### src/core/iocs_pkg.sv
`default_nettype none
package iocs_pkg;
   // two hertz blink for the bus fault indicator, half period in nanoseconds
   localparam int unsigned CLK_PERIOD_NS   = 4;
   localparam int unsigned BLINK_HALF_NS   = 250000000;
   localparam int unsigned BLINK_HALF_CYC  = BLINK_HALF_NS / CLK_PERIOD_NS;
   // cyclic telegram period
   localparam int unsigned CYCLE_NS        = 1000000;
   localparam int unsigned CYCLE_CYC       = CYCLE_NS / CLK_PERIOD_NS;
   localparam int unsigned DEV_MAX         = 8;
   localparam int unsigned DATA_W          = 32;
   localparam logic [DATA_W-1:0] OUT_ZERO  = 32'h0000_0000;
   localparam logic [DEV_MAX-1:0] DEV_NONE = 8'h00;

   typedef enum logic [2:0] {
      IOCS_OFF,
      IOCS_WAIT_PROJECT,
      IOCS_ASSIGN_IP,
      IOCS_RELATIONS,
      IOCS_EXCHANGE
   } iocs_state_e;
endpackage
`default_nettype wire

### src/core/iocs_ctrl.sv
// How it works
// RULE1 - factory state: controller stays disabled after power-on, its indicators dark.
// RULE2 - receiving project data moves the controller into system start-up.
// RULE3 - start-up assigns every IO device its configured IP address by discovery.
// RULE4 - stored project at power-on starts start-up alone and runs it through.
// RULE5 - start-up builds communication and application relation with each IO device.
// RULE6 - bus fault indicator steady on when devices configured but cable missing.
// RULE7 - start-up on valid project data flashes the bus fault indicator.
// RULE8 - indicator blinks while any configured device lacks cyclic data exchange.
// RULE9 - indicator off when all devices exchange data, whatever the mode switch.
// RULE10 - configuration passes to controller at power-on and each new configuration.
// RULE11 - CPU stopped: telegrams still sent, marked invalid, output data zero.
// RULE12 - CPU stopped: inputs still received and copied into CPU input area.
// RULE13 - CPU running: output image fetched cyclically and sent to devices.
// RULE14 - missing cable steady-on outranks the blinking start-up indications.
`timescale 1ns/1ps
`default_nettype none
module iocs_ctrl
   import iocs_pkg::*;
#(
   parameter int unsigned DEVS        = iocs_pkg::DEV_MAX,
   parameter int unsigned BLINK_HALF  = iocs_pkg::BLINK_HALF_CYC,
   parameter int unsigned CYCLE       = iocs_pkg::CYCLE_CYC
) (
   input  wire logic                          clock,
   input  wire logic                          reset_n,
   input  wire logic                          project_stored,
   input  wire logic                          project_load,
   input  wire logic [iocs_pkg::DEV_MAX-1:0]  dev_configured,
   input  wire logic                          cable_present,
   input  wire logic                          cpu_run,
   input  wire logic                          mode_switch,
   input  wire logic                          ip_ack,
   input  wire logic                          rel_ack,
   input  wire logic [iocs_pkg::DEV_MAX-1:0]  dev_exchanging,
   input  wire logic [iocs_pkg::DATA_W-1:0]   out_image,
   input  wire logic                          in_valid,
   input  wire logic [iocs_pkg::DATA_W-1:0]   in_data,
   output logic                               ctrl_enabled,
   output logic                               cfg_push,
   output logic                               ip_req,
   output logic                               rel_req,
   output logic [2:0]                         dev_index,
   output logic                               image_fetch,
   output logic                               tx_valid,
   output logic                               tx_data_valid,
   output logic [iocs_pkg::DATA_W-1:0]        tx_data,
   output logic                               cpu_in_we,
   output logic [iocs_pkg::DATA_W-1:0]        cpu_in_data,
   output logic                               bus_fault_indicator
);
   if (DEVS < 1 || DEVS > DEV_MAX) $error("device count out of range");
   if (BLINK_HALF < 1 || CYCLE < 2) $error("timing counts too small");

   iocs_state_e          state_reg, state_next;
   logic [2:0]           idx_reg, idx_next;
   logic                 req_reg, req_next;
   logic                 cfg_reg, cfg_next;
   logic                 fetch_reg, fetch_next;
   logic                 txv_reg, txv_next;
   logic                 txdv_reg, txdv_next;
   logic [DATA_W-1:0]    txd_reg, txd_next;
   logic                 inwe_reg, inwe_next;
   logic [DATA_W-1:0]    ind_reg, ind_next;
   logic                 bf_reg, bf_next;
   logic [31:0]          blink_reg, blink_next;
   logic                 phase_reg, phase_next;
   logic                 startup_reg, startup_next;
   logic                 strap_done_reg, strap_done_next;
   logic                 cyc_tick;
   logic [DEV_MAX-1:0]   dev_mask;
   logic                 any_cfg;
   logic                 all_exch;
   logic                 last_dev;

   // cycle strobe paces the telegrams
   iocs_tick #(.PERIOD(CYCLE)) u_cycle (
      .clock   (clock),
      .reset_n (reset_n),
      .tick    (cyc_tick)
   );

   function automatic logic [2:0] next_cfg_dev(input logic [DEV_MAX-1:0] m, input logic [2:0] from);
      logic [2:0] r;
      r = from;
      for (int i = DEV_MAX - 1; i >= 0; i--) begin
         if (i > int'(from) && m[i]) r = 3'(i);
      end
      return r;
   endfunction

   function automatic logic [2:0] first_cfg_dev(input logic [DEV_MAX-1:0] m);
      logic [2:0] r;
      r = 3'h0;
      for (int i = DEV_MAX - 1; i >= 0; i--) begin
         if (m[i]) r = 3'(i);
      end
      return r;
   endfunction

   always_comb begin
      dev_mask = DEV_NONE;
      for (int i = 0; i < DEV_MAX; i++) begin
         if (i < int'(DEVS)) dev_mask[i] = dev_configured[i];
      end
      any_cfg  = (dev_mask != DEV_NONE);
      all_exch = ((dev_exchanging & dev_mask) == dev_mask);
      last_dev = (next_cfg_dev(dev_mask, idx_reg) == idx_reg);
   end

   // sequencer
   always_comb begin
      state_next      = state_reg;
      idx_next        = idx_reg;
      req_next        = req_reg;
      cfg_next        = 1'b0;
      startup_next    = startup_reg;
      strap_done_next = 1'b1;
      unique case (state_reg)
         IOCS_OFF: begin
            // stays dark until project data exist
            if (!strap_done_reg && project_stored) begin //RULE4
               state_next   = IOCS_ASSIGN_IP; //RULE4
               cfg_next     = 1'b1; //RULE10
               startup_next = 1'b1;
               idx_next     = first_cfg_dev(dev_mask);
               req_next     = any_cfg;
            end else if (project_load) begin
               state_next   = IOCS_ASSIGN_IP; //RULE2
               cfg_next     = 1'b1; //RULE10
               startup_next = 1'b1;
               idx_next     = first_cfg_dev(dev_mask);
               req_next     = any_cfg;
            end
         end
         IOCS_WAIT_PROJECT: state_next = IOCS_OFF;
         IOCS_ASSIGN_IP: begin
            if (!any_cfg) begin
               state_next = IOCS_EXCHANGE;
               req_next   = 1'b0;
            end else if (ip_ack) begin //RULE3
               if (last_dev) begin
                  state_next = IOCS_RELATIONS;
                  idx_next   = first_cfg_dev(dev_mask);
               end else begin
                  idx_next = next_cfg_dev(dev_mask, idx_reg);
               end
            end
         end
         IOCS_RELATIONS: begin
            if (rel_ack) begin //RULE5
               if (last_dev) begin
                  state_next = IOCS_EXCHANGE;
                  req_next   = 1'b0;
               end else begin
                  idx_next = next_cfg_dev(dev_mask, idx_reg);
               end
            end
         end
         IOCS_EXCHANGE: begin
            if (all_exch) startup_next = 1'b0;
         end
      endcase
      // a fresh configuration restarts start-up from any active state
      if (state_reg != IOCS_OFF && project_load) begin
         state_next   = IOCS_ASSIGN_IP;
         cfg_next     = 1'b1; //RULE10
         startup_next = 1'b1;
         idx_next     = first_cfg_dev(dev_mask);
         req_next     = any_cfg;
      end
   end

   // cyclic process data
   always_comb begin
      fetch_next = 1'b0;
      txv_next   = 1'b0;
      txdv_next  = txdv_reg;
      txd_next   = txd_reg;
      inwe_next  = 1'b0;
      ind_next   = ind_reg;
      if (state_reg == IOCS_EXCHANGE) begin
         if (cyc_tick) begin
            txv_next = 1'b1;
            if (cpu_run) begin
               fetch_next = 1'b1; //RULE13
               txdv_next  = 1'b1; //RULE13
               txd_next   = out_image; //RULE13
            end else begin
               txdv_next = 1'b0; //RULE11
               txd_next  = OUT_ZERO; //RULE11
            end
         end
         // inputs flow regardless of run or stop
         if (in_valid) begin
            inwe_next = 1'b1; //RULE12
            ind_next  = in_data; //RULE12
         end
      end else begin
         txdv_next = 1'b0;
         txd_next  = OUT_ZERO;
      end
   end

   // indicator; mode switch deliberately ignored
   always_comb begin
      blink_next = blink_reg + 32'h0000_0001;
      phase_next = phase_reg;
      if (blink_reg >= 32'(BLINK_HALF - 1)) begin
         blink_next = 32'h0000_0000;
         phase_next = !phase_reg;
      end
      if (state_reg == IOCS_OFF) begin
         bf_next = 1'b0; //RULE1
      end else if (any_cfg && !cable_present) begin
         bf_next = 1'b1; //RULE6 RULE14
      end else if (startup_reg && !(state_reg == IOCS_EXCHANGE && all_exch)) begin
         bf_next = phase_reg; //RULE7 RULE8
      end else if (!all_exch) begin
         bf_next = phase_reg; //RULE8
      end else begin
         bf_next = 1'b0; //RULE9
      end
   end

   always_ff @(posedge clock) begin
      if (!reset_n) begin
         state_reg      <= IOCS_OFF;
         idx_reg        <= 3'h0;
         req_reg        <= 1'b0;
         cfg_reg        <= 1'b0;
         fetch_reg      <= 1'b0;
         txv_reg        <= 1'b0;
         txdv_reg       <= 1'b0;
         txd_reg        <= OUT_ZERO;
         inwe_reg       <= 1'b0;
         ind_reg        <= OUT_ZERO;
         bf_reg         <= 1'b0;
         blink_reg      <= 32'h0000_0000;
         phase_reg      <= 1'b0;
         startup_reg    <= 1'b0;
         strap_done_reg <= 1'b0;
      end else begin
         state_reg      <= state_next;
         idx_reg        <= idx_next;
         req_reg        <= req_next;
         cfg_reg        <= cfg_next;
         fetch_reg      <= fetch_next;
         txv_reg        <= txv_next;
         txdv_reg       <= txdv_next;
         txd_reg        <= txd_next;
         inwe_reg       <= inwe_next;
         ind_reg        <= ind_next;
         bf_reg         <= bf_next;
         blink_reg      <= blink_next;
         phase_reg      <= phase_next;
         startup_reg    <= startup_next;
         strap_done_reg <= strap_done_next;
      end
   end

   logic en_reg;
   always_ff @(posedge clock) begin
      if (!reset_n) en_reg <= 1'b0;
      else          en_reg <= (state_next != IOCS_OFF); //RULE1
   end

   logic ipq_reg;
   logic relq_reg;
   always_ff @(posedge clock) begin
      if (!reset_n) begin
         ipq_reg  <= 1'b0;
         relq_reg <= 1'b0;
      end else begin
         ipq_reg  <= req_next && (state_next == IOCS_ASSIGN_IP); //RULE3
         relq_reg <= req_next && (state_next == IOCS_RELATIONS); //RULE5
      end
   end

   assign ctrl_enabled        = en_reg;
   assign cfg_push            = cfg_reg;
   assign ip_req              = ipq_reg;
   assign rel_req             = relq_reg;
   assign dev_index           = idx_reg;
   assign image_fetch         = fetch_reg;
   assign tx_valid            = txv_reg;
   assign tx_data_valid       = txdv_reg;
   assign tx_data             = txd_reg;
   assign cpu_in_we           = inwe_reg;
   assign cpu_in_data         = ind_reg;
   assign bus_fault_indicator = bf_reg;

   logic unused_ok;
   assign unused_ok = mode_switch;
endmodule
`default_nettype wire

### src/core/iocs_tick.sv
`timescale 1ns/1ps
`default_nettype none
module iocs_tick #(
   parameter int unsigned PERIOD = 4
) (
   input  wire logic clock,
   input  wire logic reset_n,
   output logic      tick
);
   // refused at elaboration: a period below two never lets the counter wrap cleanly
   if (PERIOD < 2) $error("period too short");
   logic [31:0] cnt_reg;
   logic [31:0] cnt_next;
   logic        tick_reg;
   logic        tick_next;
   always_comb begin
      cnt_next  = cnt_reg + 32'h0000_0001;
      tick_next = 1'b0;
      if (cnt_reg == 32'(PERIOD - 1)) begin
         cnt_next  = 32'h0000_0000;
         tick_next = 1'b1;
      end
   end
   always_ff @(posedge clock) begin
      if (!reset_n) begin
         cnt_reg  <= 32'h0000_0000;
         tick_reg <= 1'b0;
      end else begin
         cnt_reg  <= cnt_next;
         tick_reg <= tick_next;
      end
   end
   assign tick = tick_reg;
endmodule
`default_nettype wire

### config.mk
export PLATFORM = sky130hd
export DESIGN_NAME = iocs_ctrl
export DESIGN_NICKNAME = d
export VERILOG_FILES = /design/src/core/iocs_pkg.sv /design/src/core/iocs_ctrl.sv /design/src/core/iocs_tick.sv
export SDC_FILE = /design/constraint.sdc
export NUM_CORES = 1
export LEC_CHECK = 0
export BUFFER_PORTS_ARGS = -buffer_cell sky130_fd_sc_hd__buf_2
export CORE_ASPECT_RATIO = 2
export CORE_UTILIZATION = 50
export CTS_BUF_LIST = sky130_fd_sc_hd__clkbuf_4 sky130_fd_sc_hd__clkbuf_8
export DETAILED_ROUTE_END_ITERATION = 8
export GPL_ROUTABILITY_DRIVEN = 0
export GPL_TIMING_DRIVEN = 1
export MAX_ROUTING_LAYER = met4
export PLACE_DENSITY = 0.8
export SYNTH_ARGS = -nofsm -noshare
export SYNTH_HDL_FRONTEND = slang
export SYNTH_HIERARCHICAL = 1
export SYNTH_SLANG_ARGS = --single-unit
### constraint.sdc
create_clock -name clock -period 3 [get_ports clock]
set_clock_uncertainty 0.15 [all_clocks]
set_input_delay 0.45 -clock clock [delete_from_list [all_inputs] [get_ports clock]]
set_output_delay 0.45 -clock clock [all_outputs]
set_load 0.05 [all_outputs]
==> results of run 1 <==
-- worst max-delay path, delay by kind of cell, from the launching register on --
family	cells	cell delay (ps)
and+or+nand+nor	5	1480
xor gates and xnor gates	1	160
adders and majority gates	1	250
DFF	1	390
-- placed cells by master, fill, tap and decap left out, drive strengths merged, types with 2 or more instances in the layout --
master / synthesis / routed
inv: 18 / 24
nand3: 25 / 25
nor2: 63 / 63
a221oi: 2 / 2
clkinvlp: 0 / 4
xor2: 20 / 20
diode: 0 / 3
conb: 1 / 6
and4: 6 / 6
nor3: 12 / 12
and2: 4 / 4
a31oi: 3 / 3
a21oi: 66 / 66
or2: 2 / 2
and3: 12 / 12
a22o: 32 / 32
o21ai: 14 / 14
or3: 7 / 7
nor4b: 2 / 2
xnor2: 17 / 17
nand4: 17 / 17
ha: 2 / 2
nand2b: 8 / 8
o31ai: 15 / 15
o22ai: 8 / 8
clkbuf: 21 / 19
dfxtp: 148 / 148
a21boi: 2 / 2
nor2b: 2 / 2
or4: 16 / 16
a21o: 5 / 5
buf: 17 / 174
nand2: 102 / 102
o41a: 3 / 3
nor4: 14 / 14
-- kinds of logic (layout without fill, tap and decap cells) --
kind of cell,count (synthesis),count (layout)
buffers and inverters,56,223
AND/OR/NAND/NOR,293,293
multiplexers,1,1
other,1,9
adder cells (fa/ha/maj),2,2
XOR/XNOR,37,37
AO/OA/AOI/OAI,165,165
flip-flops,148,148
-- final cells by class --
class                   count  area (um2)
fillers                  1104        4620
multi-input cells         504        3010
flip-flops and latches    148        2960
repair buffers            174         896
clock buffers              19         255
well taps                 147         184
clock inverters            12         120
inverters                  18        67.6
diodes                      3        7.51
-- power groups by stage --
stage / Combinational, mW / Clock (mW) / Sequential (mW)
2_1_floorplan: 0.123 / 0 / 2.07
3_3_place_gp: 0.245 / 0 / 2.05
3_5_place_dp: 0.248 / 0 / 2.05
4_1_cts: 0.249 / 1.50 / 2.00
5_1_grt: 0.273 / 1.59 / 2.01
6_report: 0.250 / 1.47 / 2.00
-- synthesized netlist by cell type, types with 3 or more instances --
cell | n | area, um2
a21o_1 | 5 | 37.5
a21oi_1 | 64 | 320
a22o_1 | 32 | 280
a31oi_1 | 3 | 18.8
and2_1 | 4 | 25.0
and3_1 | 9 | 56.3
and3_2 | 3 | 22.5
and4_1 | 6 | 52.6
buf_2 | 12 | 60.1
buf_6 | 3 | 33.8
clkbuf_1 | 21 | 78.8
dfxtp_1 | 148 | 2960
inv_1 | 18 | 67.6
nand2_1 | 100 | 375
nand2b_1 | 8 | 50.1
nand3_1 | 23 | 115
nand4_1 | 15 | 93.8
nor2_1 | 61 | 229
nor3_1 | 12 | 60.1
nor4_1 | 13 | 81.3
o21ai_0 | 14 | 70.1
o22ai_1 | 8 | 50.1
o31ai_1 | 14 | 105
o41a_1 | 3 | 33.8
or3_1 | 7 | 43.8
or4_1 | 14 | 105
xnor2_1 | 17 | 149
xor2_1 | 20 | 175
-- per-stage QoR --
step	setup slack [ps]	std cells	hold slack, ps	power [mW]	instance area, um2
after CTS	512	1022	43.1	3.75	7490
after global placement	406	991	283	2.29	7120
final	462	1025	64.6	3.73	7500
after global routing	276	1025	33.2	3.87	7500
after detailed placement	376	991	293	2.30	7120
after floorplan	405	708	266	2.19	6210
-- worst paths after layout --
check,cells after the start,slack [ps],end
max,7,460,blink_reg[24]$_SDFF_PP0_
min,2,60,tx_data[11]$_SDFFE_PN0P_
max reg2reg,7,460,blink_reg[24]$_SDFF_PP0_
min reg2reg,2,300,cpu_in_data[19]$_SDFFE_PN0P_
-- metal layers --
metal,up-vias,routed length (um)
met5,-,0
met4,0,694
met2,188,8460
met3,50,866
li1,2828,-
met1,2661,5700
==> impl_summary.md, run 1 <==
Setup path
The most frequent cell on the critical path is nor4_1. The worst setup path startpoint is blink_reg[0]$_SDFF_PP0_. The worst register-to-register path begins at blink_reg[0]$_SDFF_PP0_.

The critical path startpoint category is a flop. The cell with the biggest individual delay on the critical path is nor4_1. The critical path is of the flop to flop type. For the worst setup path, the data required time is roughly 3200 ps. The critical path goes through ha_1, nand4_1, nor4_1, nand2b_1, nor4_1, xnor2_1, nor2_1. The capturing element type of the critical path is a flop.

The largest incremental delay on the critical path is between 600 and 700 ps. The arrival time reported for the critical path endpoint is 2710 ps. Along the worst path, the maximum fanout reaches 5.

Timing
The headroom to the max-slew limit is 0.568. In the finished design, the share of the clock period the worst path needs comes to 0.846. The number of max-slew violations in the final report is 0. For the pin with the worst max-slew slack, the measured transition is 642 ps. The accumulated negative setup slack is 0 ps. Setup repair after global routing left no endpoint under its margin.

The worst path in the final design needs a cycle of 2540 ps, including I/O delays and setup. The top achievable clock speed is 394 MHz. The final setup violation count is 0. The final count of hold timing violations is 0.

Drt
Once detail routing completed, the nets flagged for antenna violations numbered 0. The vias after detailed routing is between 5000 and 6000. The ratio of routed vias to standard cells is 5.59.

The detail-routed net length per standard cell is 15.3 um. The number of remaining DRC errors is 0. The number of search-and-repair iterations in the first detailed-routing pass is 4. After detailed routing, the total wire length is 15700 um.

The detailed router's first-iteration violation count is 210.

Clock tree
The number of buffers added to fix hold violations after cts is 0. The post-CTS repair timing setup buffer count is 0. Gates resized during post-CTS repair numbered 0. The number of buffers created by CTS is 17. The buffer depth of the longest clock path is 2. CTS built an H-tree with a depth of 4. At the later pin of the worst-skew pair, clock insertion delay measures 440 ps. The root buffer cell chosen for the clock tree is clkbuf_8. The clock tree from TritonCTS is done. After clock tree synthesis, the clock-pin slew on the worst setup and hold paths is roughly 80 ps. The clock net in this run drives a total of 148 sinks.

Cells and area
The area growth from synthesis to layout is 21.1%. After the last flow step, the layout net total stands at 955. Measured on the finished design, the core utilization comes to 0.619. In the final layout, the share of cells above drive strength 1 is 0.259.

Logic synthesis
The gate count of the mapped netlist is 703. Of the total synthesized cell area, the portion taken by AND, OR, NAND and NOR gates is 0.240. The number of storage elements in the synthesis netlist is 148. The adder-cell share of the synthesized area is 0.00404. The area of the mapped netlist is 6190 um2. The number of warnings issued by yosys is 6. The count of flip-flops with a built-in enable after synthesis is 0. The most used flip-flop cell after synthesis is dfxtp_1. The complex-gate fraction of the synthesized area is 0.182. The fraction of registers with async set or reset after synthesis is 0. The number of distinct library cells after synthesis is 63. The mux cell area share after synthesis is 0.00162. Dividing the synthesized area by the synthesized cell count gives 8.81 um2. The combinational family with the most area after synthesis is simple AND/OR/NAND/NOR gates. Of the synthesized area, sequential elements account for 0.478. Of the total synthesized cell area, the portion taken by XOR and XNOR cells is 0.0523.

Floorplanning
The initial utilization of the core area, before any placement, comes to 0.511. The chip width is 80.7 um. The die is 159 um tall. The area of the placeable core is roughly 12000 um2. The top-level port count is around 170. The total number of placement rows is 57.

The die covers 12900 um2.

Global route
Entering global routing, the biggest net connects ~40 pins. For this run, global-route usage on met2 was measured as 0.456. The initial antenna violation count is 3. The global-route wire length before repair is approximately 25000 um. In the global route stage, overall resource usage came out at 0.263.

The via count of the first global-routing pass is 5511. The global-route track usage on met3 is 0.0865. The global routing stage identified its most utilized layer as met2.

The met1 capacity usage during global routing is 0.244. Summed over all layers, the global routing overflow is 0.

Pwr
The share of total power dissipated in sequential elements is 0.538. The leakage power of the design is 3.07 nW. The switching power is 0.939 mW. Of the total power, the share spent switching nets is 0.252. The internal portion of the total power is roughly 2.8 mW. Of the total power, combinational logic draws 0.067.

Of the total power, the clock network draws 0.395. The power per cell area is 497 nW/um2. The worst ir drop on vdd is 0.457 mV.

Flow run
The count of maximum capacitance violations is 0.

Placement
Port buffering added 164 buffers. Summed over all nets, the half-perimeter wirelength after detailed placement is 11600 um.

Status
The run finished with clean final reports.

Min path
The source of the worst hold timing path is out_image[11]. The worst hold path class is primary input to flop.
(Power assumes the default switching activity.)
==> inputs of run 2 (changes only) <==
- CORE_UTILIZATION: 50 -> 49
- PLACE_DENSITY: 0.8 -> 0.82
- clock period: 3 -> 2.2 ns (I/O delays scaled with it)
==> impl_summary.md, run 2 (same netlist as run 1, synthesis figures left out) <==
Status
The flow ran to the end, but the final reports show violations. The final reports fail on setup timing.

Global route
For this run the aggregate overflow at the end of global routing stands at 0. The largest net degree at the start of global routing is 35. The global-route wire length before repair is 29600 um.

The via count of the first global-routing pass is approximately 6500. The global-route total usage across every layer is 0.297. The initial antenna violation count came to 0.

Drt
The remaining antenna violation count is 0. The sum of met2 wire segment lengths after detailed routing is between 10000 and 15000 um. The detailed route wirelength on metal3 is 882 um. For this block, the routed nets add up to 18500 um of wire.

The ratio of routed vias to standard cells is 5.70. For this block, wires on met1 add up to between 6000 and 7000 um. The routed layout has ~6500 vias.

The highest metal layer carrying signal wires in the routed design is met4. The detailed router finished its first iteration with 484 violations. The first TritonRoute pass finished after 5 iterations. For this run, design rule violations remaining after detail routing come to 0.

The detail-routed net length per standard cell is 16.3 um.

Timing
Setup repair after global routing could not meet its margin everywhere. The top achievable clock speed is 413 MHz. The number of max-slew violations in the final report is 0.

The setup slack of the critical path after layout is -221 ps. The worst hold slack across all endpoints is 81.2 ps. Setup violations remaining at the end of the flow were counted as 27. The clock period minus final worst setup slack is between 2000 and 2500 ps.

The headroom to the max-slew limit is 0.544. The actual slew at the worst max-slew pin is 678 ps. The period utilization is 1.10. The final count of hold timing violations is 0.

Clock tree
CTS saw 148 sinks. The buffer depth of the longest clock path is 2. The number of buffers created by CTS is 17. TritonCTS built the clock tree. In this run the number of H-tree levels came out at 4. Clock latency on the worst-skew pair, taken at its later pin, is 440 ps. The tree is rooted in a clkbuf_8. The clock-pin slew on the worst setup and hold paths is 90 ps.

Setup path
The reg-to-reg critical path endpoint is phase_reg$_SDFFE_PN0P_. The data required time at the worst endpoint is 2370 ps. STA classifies the critical path startpoint as a flop. The startpoint identified for the worst register-to-register timing path is blink_reg[30]$_SDFF_PP0_.

Measured in cells, the most critical reg-to-reg path has a length of 7. Of all nets on the critical path, the largest fanout is 4. The capturing element type of the critical path is a flop. The setup check on the worst reg-to-reg path leaves a slack of -220 ps. The arrival time reported for the critical path endpoint is between 2000 and 3000 ps. By startpoint and endpoint, the worst setup path is classified as flop to flop.

Placement
During placement, the flow inserted port buffers numbering between 150 and 200. The HPWL after detailed placement is 11600 um. The instance area after placement is roughly 7500 um2. After detailed placement, the design holds a cell count of 1035.

Floorplanning
For this design the top-level I/O count stands at 166. The area of the placeable core is 12300 um2. The total number of placement rows is 57. The full die area is 13100 um2. The effective utilization at floorplan is 0.505. The chip height is around 160 um.

The chip width is 81.5 um.

Pwr
The worst-case IR drop observed on VDD is 0.529 mV. Dividing total power by cell area gives a power density of 619 nW/um2. The leakage power of the design is 3.68 nW. The completed layout was analyzed and its total power is 5.48 mW.

Cells and area
The post-route core utilization is 0.721. The area growth from synthesis to layout is 42.7%. The most common cell after layout, fill and taps aside is buf_2. The finished cells cover 8840 um2. The filler cells instantiated in the layout total 865. The number of cells in the finished layout apart from fillers is approximately 1100. The net count reported at finish is roughly 1100.

In the final layout, the share of cells above drive strength 1 is 0.314. The library cells used most frequently in the layout, excluding fill and tap cells, are 164 x buf_2, 144 x dfxtp_1, 98 x nand2_1. The number of antenna cells inserted is 0.

Min path
In this run the worst hold path is classified as primary input to flop. The worst hold path stage count is 4. The worst hold path begins at cable_present.

The worst hold path terminates at bus_fault_indicator$_SDFF_PP0_.

Flow run
The count of maximum capacitance violations is 0.
-- run 2: cell count changes in the layout (fill, tap and decap cells not counted), sizes merged --
cell         delta
clkbuf          -2
dlygate4sd3    +64
buf            +49
nand2           +3
clkinvlp        -2
diode           -3
clkinv          +5
-- run 2: metal layers --
layer  vias up  global-route usage
met1      3032               0.285
met2       295               0.519
met3        96              0.0627
met4         0               0.187
met5         -                   -
li1       3066                   -
-- run 2: where the power goes --
part / switching, mW / leakage [nW] / internal, mW
Sequential: 0.0284 / 1.20 / 2.71
Combinational: 0.274 / 2.27 / 0.287
Clock: 1.21 / 0.206 / 0.970
Total: 1.51 / 3.68 / 3.96
-- run 2: timing repair --
item	CTS	global route
buffers inserted	3	2
gates cloned	3	0
pin swaps	5	8
hold endpoints to repair	64	0
setup endpoints to repair	28	36
hold buffers	64	0
gates resized for setup	22	27
-- run 2: layout make-up --
cell class,instances,area [um2],share of cell area
inverter,18,67.6,0.00764
tap,147,184,0.0208
clock buffer,17,234,0.0265
multi-input combinational,507,3220,0.364
sequential,148,2970,0.336
clock inverter,15,190,0.0215
timing repair buffer,287,1970,0.223
-- run 2: worst max path at each step --
stage / slack, ps / from / to
4_1_cts: -190 / blink_reg[30]$_SDFF_PP0_ / blink_reg[0]$_SDFF_PP0_
5_1_grt: -300 / blink_reg[30]$_SDFF_PP0_ / blink_reg[4]$_SDFF_PP0_
6_report: -220 / blink_reg[30]$_SDFF_PP0_ / phase_reg$_SDFFE_PN0P_
3_5_place_dp: -200 / blink_reg[28]$_SDFF_PP0_ / phase_reg$_SDFFE_PN0P_
2_1_floorplan: -80 / blink_reg[28]$_SDFF_PP0_ / blink_reg[24]$_SDFF_PP0_
3_3_place_gp: -180 / dev_configured[5] / dev_index[2]$_SDFFE_PN0P_
-- run 2: through the flow --
step           setup TNS, ps  setup slack [ps]
4_1_cts                -4200              -190
5_1_grt                -6870              -296
3_5_place_dp           -4870              -203
6_report               -4590              -221
2_1_floorplan          -1310             -80.8
3_3_place_gp           -3400              -181
-- run 2: worst max-delay path: stages, from the launching register on --
cell and delay [ps]:
dfxtp_1 310, or4_4 530, or4_4 490, or2_4 250, o221ai_4 230, buf_6 150, xor2_2 140, nor2_1 60
==> inputs of run 3 (changes only) <==
- CORE_MARGIN: unset -> 2
- CORE_UTILIZATION: 49 -> 36
- PLACE_DENSITY: 0.82 -> 0.64
- RECOVER_POWER: unset -> 25
==> impl_summary.md, run 3 (same netlist as run 1, synthesis figures left out) <==
Status
The run finished, with violations left. The checks that failed: setup timing.

Clock tree
Clock tree synthesis inserted a total of 17 buffers. The longest clock path from root to sink contains 2 buffers. The worst-skew pair later-pin latency is 440 ps.

The H-tree generated during clock tree synthesis spans 4 levels. The tree is rooted in a clkbuf_8. The clock tree from TritonCTS is done.

CTS saw ~150 sinks. After clock tree synthesis, the clock-pin slew on the worst setup and hold paths is 90 ps.

Floorplanning
From left edge to right edge, the die measures 96.8 um. The total number of placement rows is 67. The die is 190 um tall.

The effective utilization at floorplan is 0.369. For this design the top-level I/O count stands at around 170. The core region is 16800 um2. The full die area is 18300 um2.

Timing
The number of max-slew violations in the final report is 0. The worst pin sits at a relative slew slack of 0.562. The top achievable clock speed is 424 MHz. The period utilization is 1.07. After layout, the worst setup slack is -161 ps. Setup repair after global routing could not meet its margin everywhere. For the pin with the worst max-slew slack, the measured transition is about 660 ps. The final setup violation count is 26. The final count of hold timing violations is 0.

The clock period minus final worst setup slack is 2360 ps.

Setup path
The reg2reg setup slack is -160 ps. The launch point of the worst reg-to-reg path is blink_reg[28]$_SDFF_PP0_. The data required time at the worst endpoint is 2380 ps.

The critical path startpoint category is a flop. The worst setup path startpoint is blink_reg[28]$_SDFF_PP0_. The critical setup path kind is flop to flop.

STA classifies the critical path endpoint as a flop. The most critical setup path has its endpoint at phase_reg$_SDFFE_PN0P_. The reg-to-reg critical path endpoint is phase_reg$_SDFFE_PN0P_. The arrival time reported for the critical path endpoint is ~2500 ps. The highest net fanout along the worst path is 3. Measured in cells, the most critical reg-to-reg path has a length of 7.

Pwr
The overall power after layout is approximately 5.1 mW. The power per cell area is between 500 and 600 nW/um2. Across the VDD grid, the largest voltage drop is 0.338 mV.

Summed over all cells, the static leakage comes to between 3 and 4 nW.

Cells and area
Counting the fill cells in the layout gives 1600. The layout cell share with drive strength beyond 1 is 0.267. The number of antenna cells inserted is 0. In the layout the commonest cells are 145 x dfxtp_1, 122 x buf_2, 99 x nand2_1.

Relative to the synthesized area, the layout overhead comes to 41.6%. Leaving out fill and tap cells, the most frequent cell in the layout is dfxtp_1. After the last flow step, the layout net total stands at 1076.

Global route
For this run, the total global-route usage over all layers was measured as 0.196. The via count of the first global-routing pass came to 6041. The initial antenna violation count is 0. The largest net degree at the start of global routing is 35. The total overflow left after global routing is 0. The global-route wire length before repair is roughly 28000 um.

Placement
During placement, the flow inserted port buffers numbering roughly 160. The post-place setup slack is -213 ps. After legalization and detailed placement, the total HPWL measured 12700 um.

Drt
The count of nets left with antenna violations once routing finished came out at 0. The detail-routed net length per standard cell is around 15 um. The vias after detailed routing is 6149. The routed wire length is 17600 um. Dividing the detail-routed via count by the number of cells gives 5.11.

The number of remaining DRC errors is 0. For this run, the detailed router's first-pass iteration total came to 5. In this run, the number of DRC markers left after iteration 0 of detailed routing was 195.

Flow run
The count of maximum capacitance violations is 0.

Min path
The worst hold path class is primary input to flop.
[run 3: cell count changes in the layout (fill, tap and decap cells not counted), moves of 3 or more]
| cell | delta |
|---|---|
| buf_2 | -42 |
| clkbuf_1 | +42 |
| buf_4 | +6 |
| nor2_2 | +5 |
| nor2_4 | -5 |
| clkinv_8 | -4 |
| buf_12 | +3 |
| inv_8 | -3 |
[run 3: through the flow]
step / util / hold slack, ps / TNS [ps] / cells / instance area [um2]
2_1_floorplan: - / 208 / -1310 / 708 / 6230
3_3_place_gp: 0.459 / 280 / -3210 / 1105 / 7700
3_5_place_dp: 0.459 / 289 / -4420 / 1105 / 7700
4_1_cts: 0.520 / 32.4 / -3660 / 1201 / 8720
5_1_grt: 0.523 / 63.8 / -5790 / 1203 / 8770
6_report: 0.523 / 58.1 / -3280 / 1203 / 8770
[run 3: what timing repair did]
action | CTS | global route
buffers inserted | 0 | 2
hold buffers | 65 | 0
pin swaps | 1 | 3
gates resized for setup | 7 | 25
hold endpoints to repair | 65 | 0
setup endpoints to repair | 30 | 34
[run 3: where the power goes]
part	total [mW]	switching, mW	leakage, nW	internal (mW)
registers	2.73	0.0284	1.20	2.71
clock network	1.88	1.08	0.168	0.804
logic	0.528	0.247	2.11	0.281
[run 3: worst max-delay path, stage by stage (launching register included)]
cell and delay (ps):
dfxtp_1 300, or4_4 520, or4_4 490, or2_4 250
o221ai_4 220, buf_6 130, xor2_1 140, nor2_1 50
[run 3: layout make-up]
class / count / area [um2] / share of cell area
Clock inverter: 13 / 104 / 0.0118
Sequential cell: 148 / 2970 / 0.339
Timing Repair Buffer: 295 / 2010 / 0.229
Inverter: 18 / 67.6 / 0.00770
Clock buffer: 18 / 241 / 0.0275
Multi-Input combinational cell: 504 / 3120 / 0.355
Tap cell: 207 / 259 / 0.0295
[run 3: worst min path at each step]
stage                                from                             end  slack (ps)  cells after the start
2_1_floorplan                     reset_n          strap_done_reg$_DFF_P_         210                      0
3_3_place_gp   tx_data_valid$_SDFFE_PN0P_      tx_data_valid$_SDFFE_PN0P_         280                      1
3_5_place_dp   tx_data_valid$_SDFFE_PN0P_      tx_data_valid$_SDFFE_PN0P_         290                      1
4_1_cts                     cable_present  bus_fault_indicator$_SDFF_PP0_          30                      4
5_1_grt                     cable_present  bus_fault_indicator$_SDFF_PP0_          60                      4
6_report                    cable_present  bus_fault_indicator$_SDFF_PP0_          60                      4
[run 3: per-layer routing]
layer / global-route usage / vias to the layer above / wire [um]
met1: 0.186 / 2859 / 6410
met4: 0.103 / 0 / 769
met3: 0.0380 / 51 / 681
li1: - / 3072 / -
met5: - / - / 0
met2: 0.367 / 167 / 9720
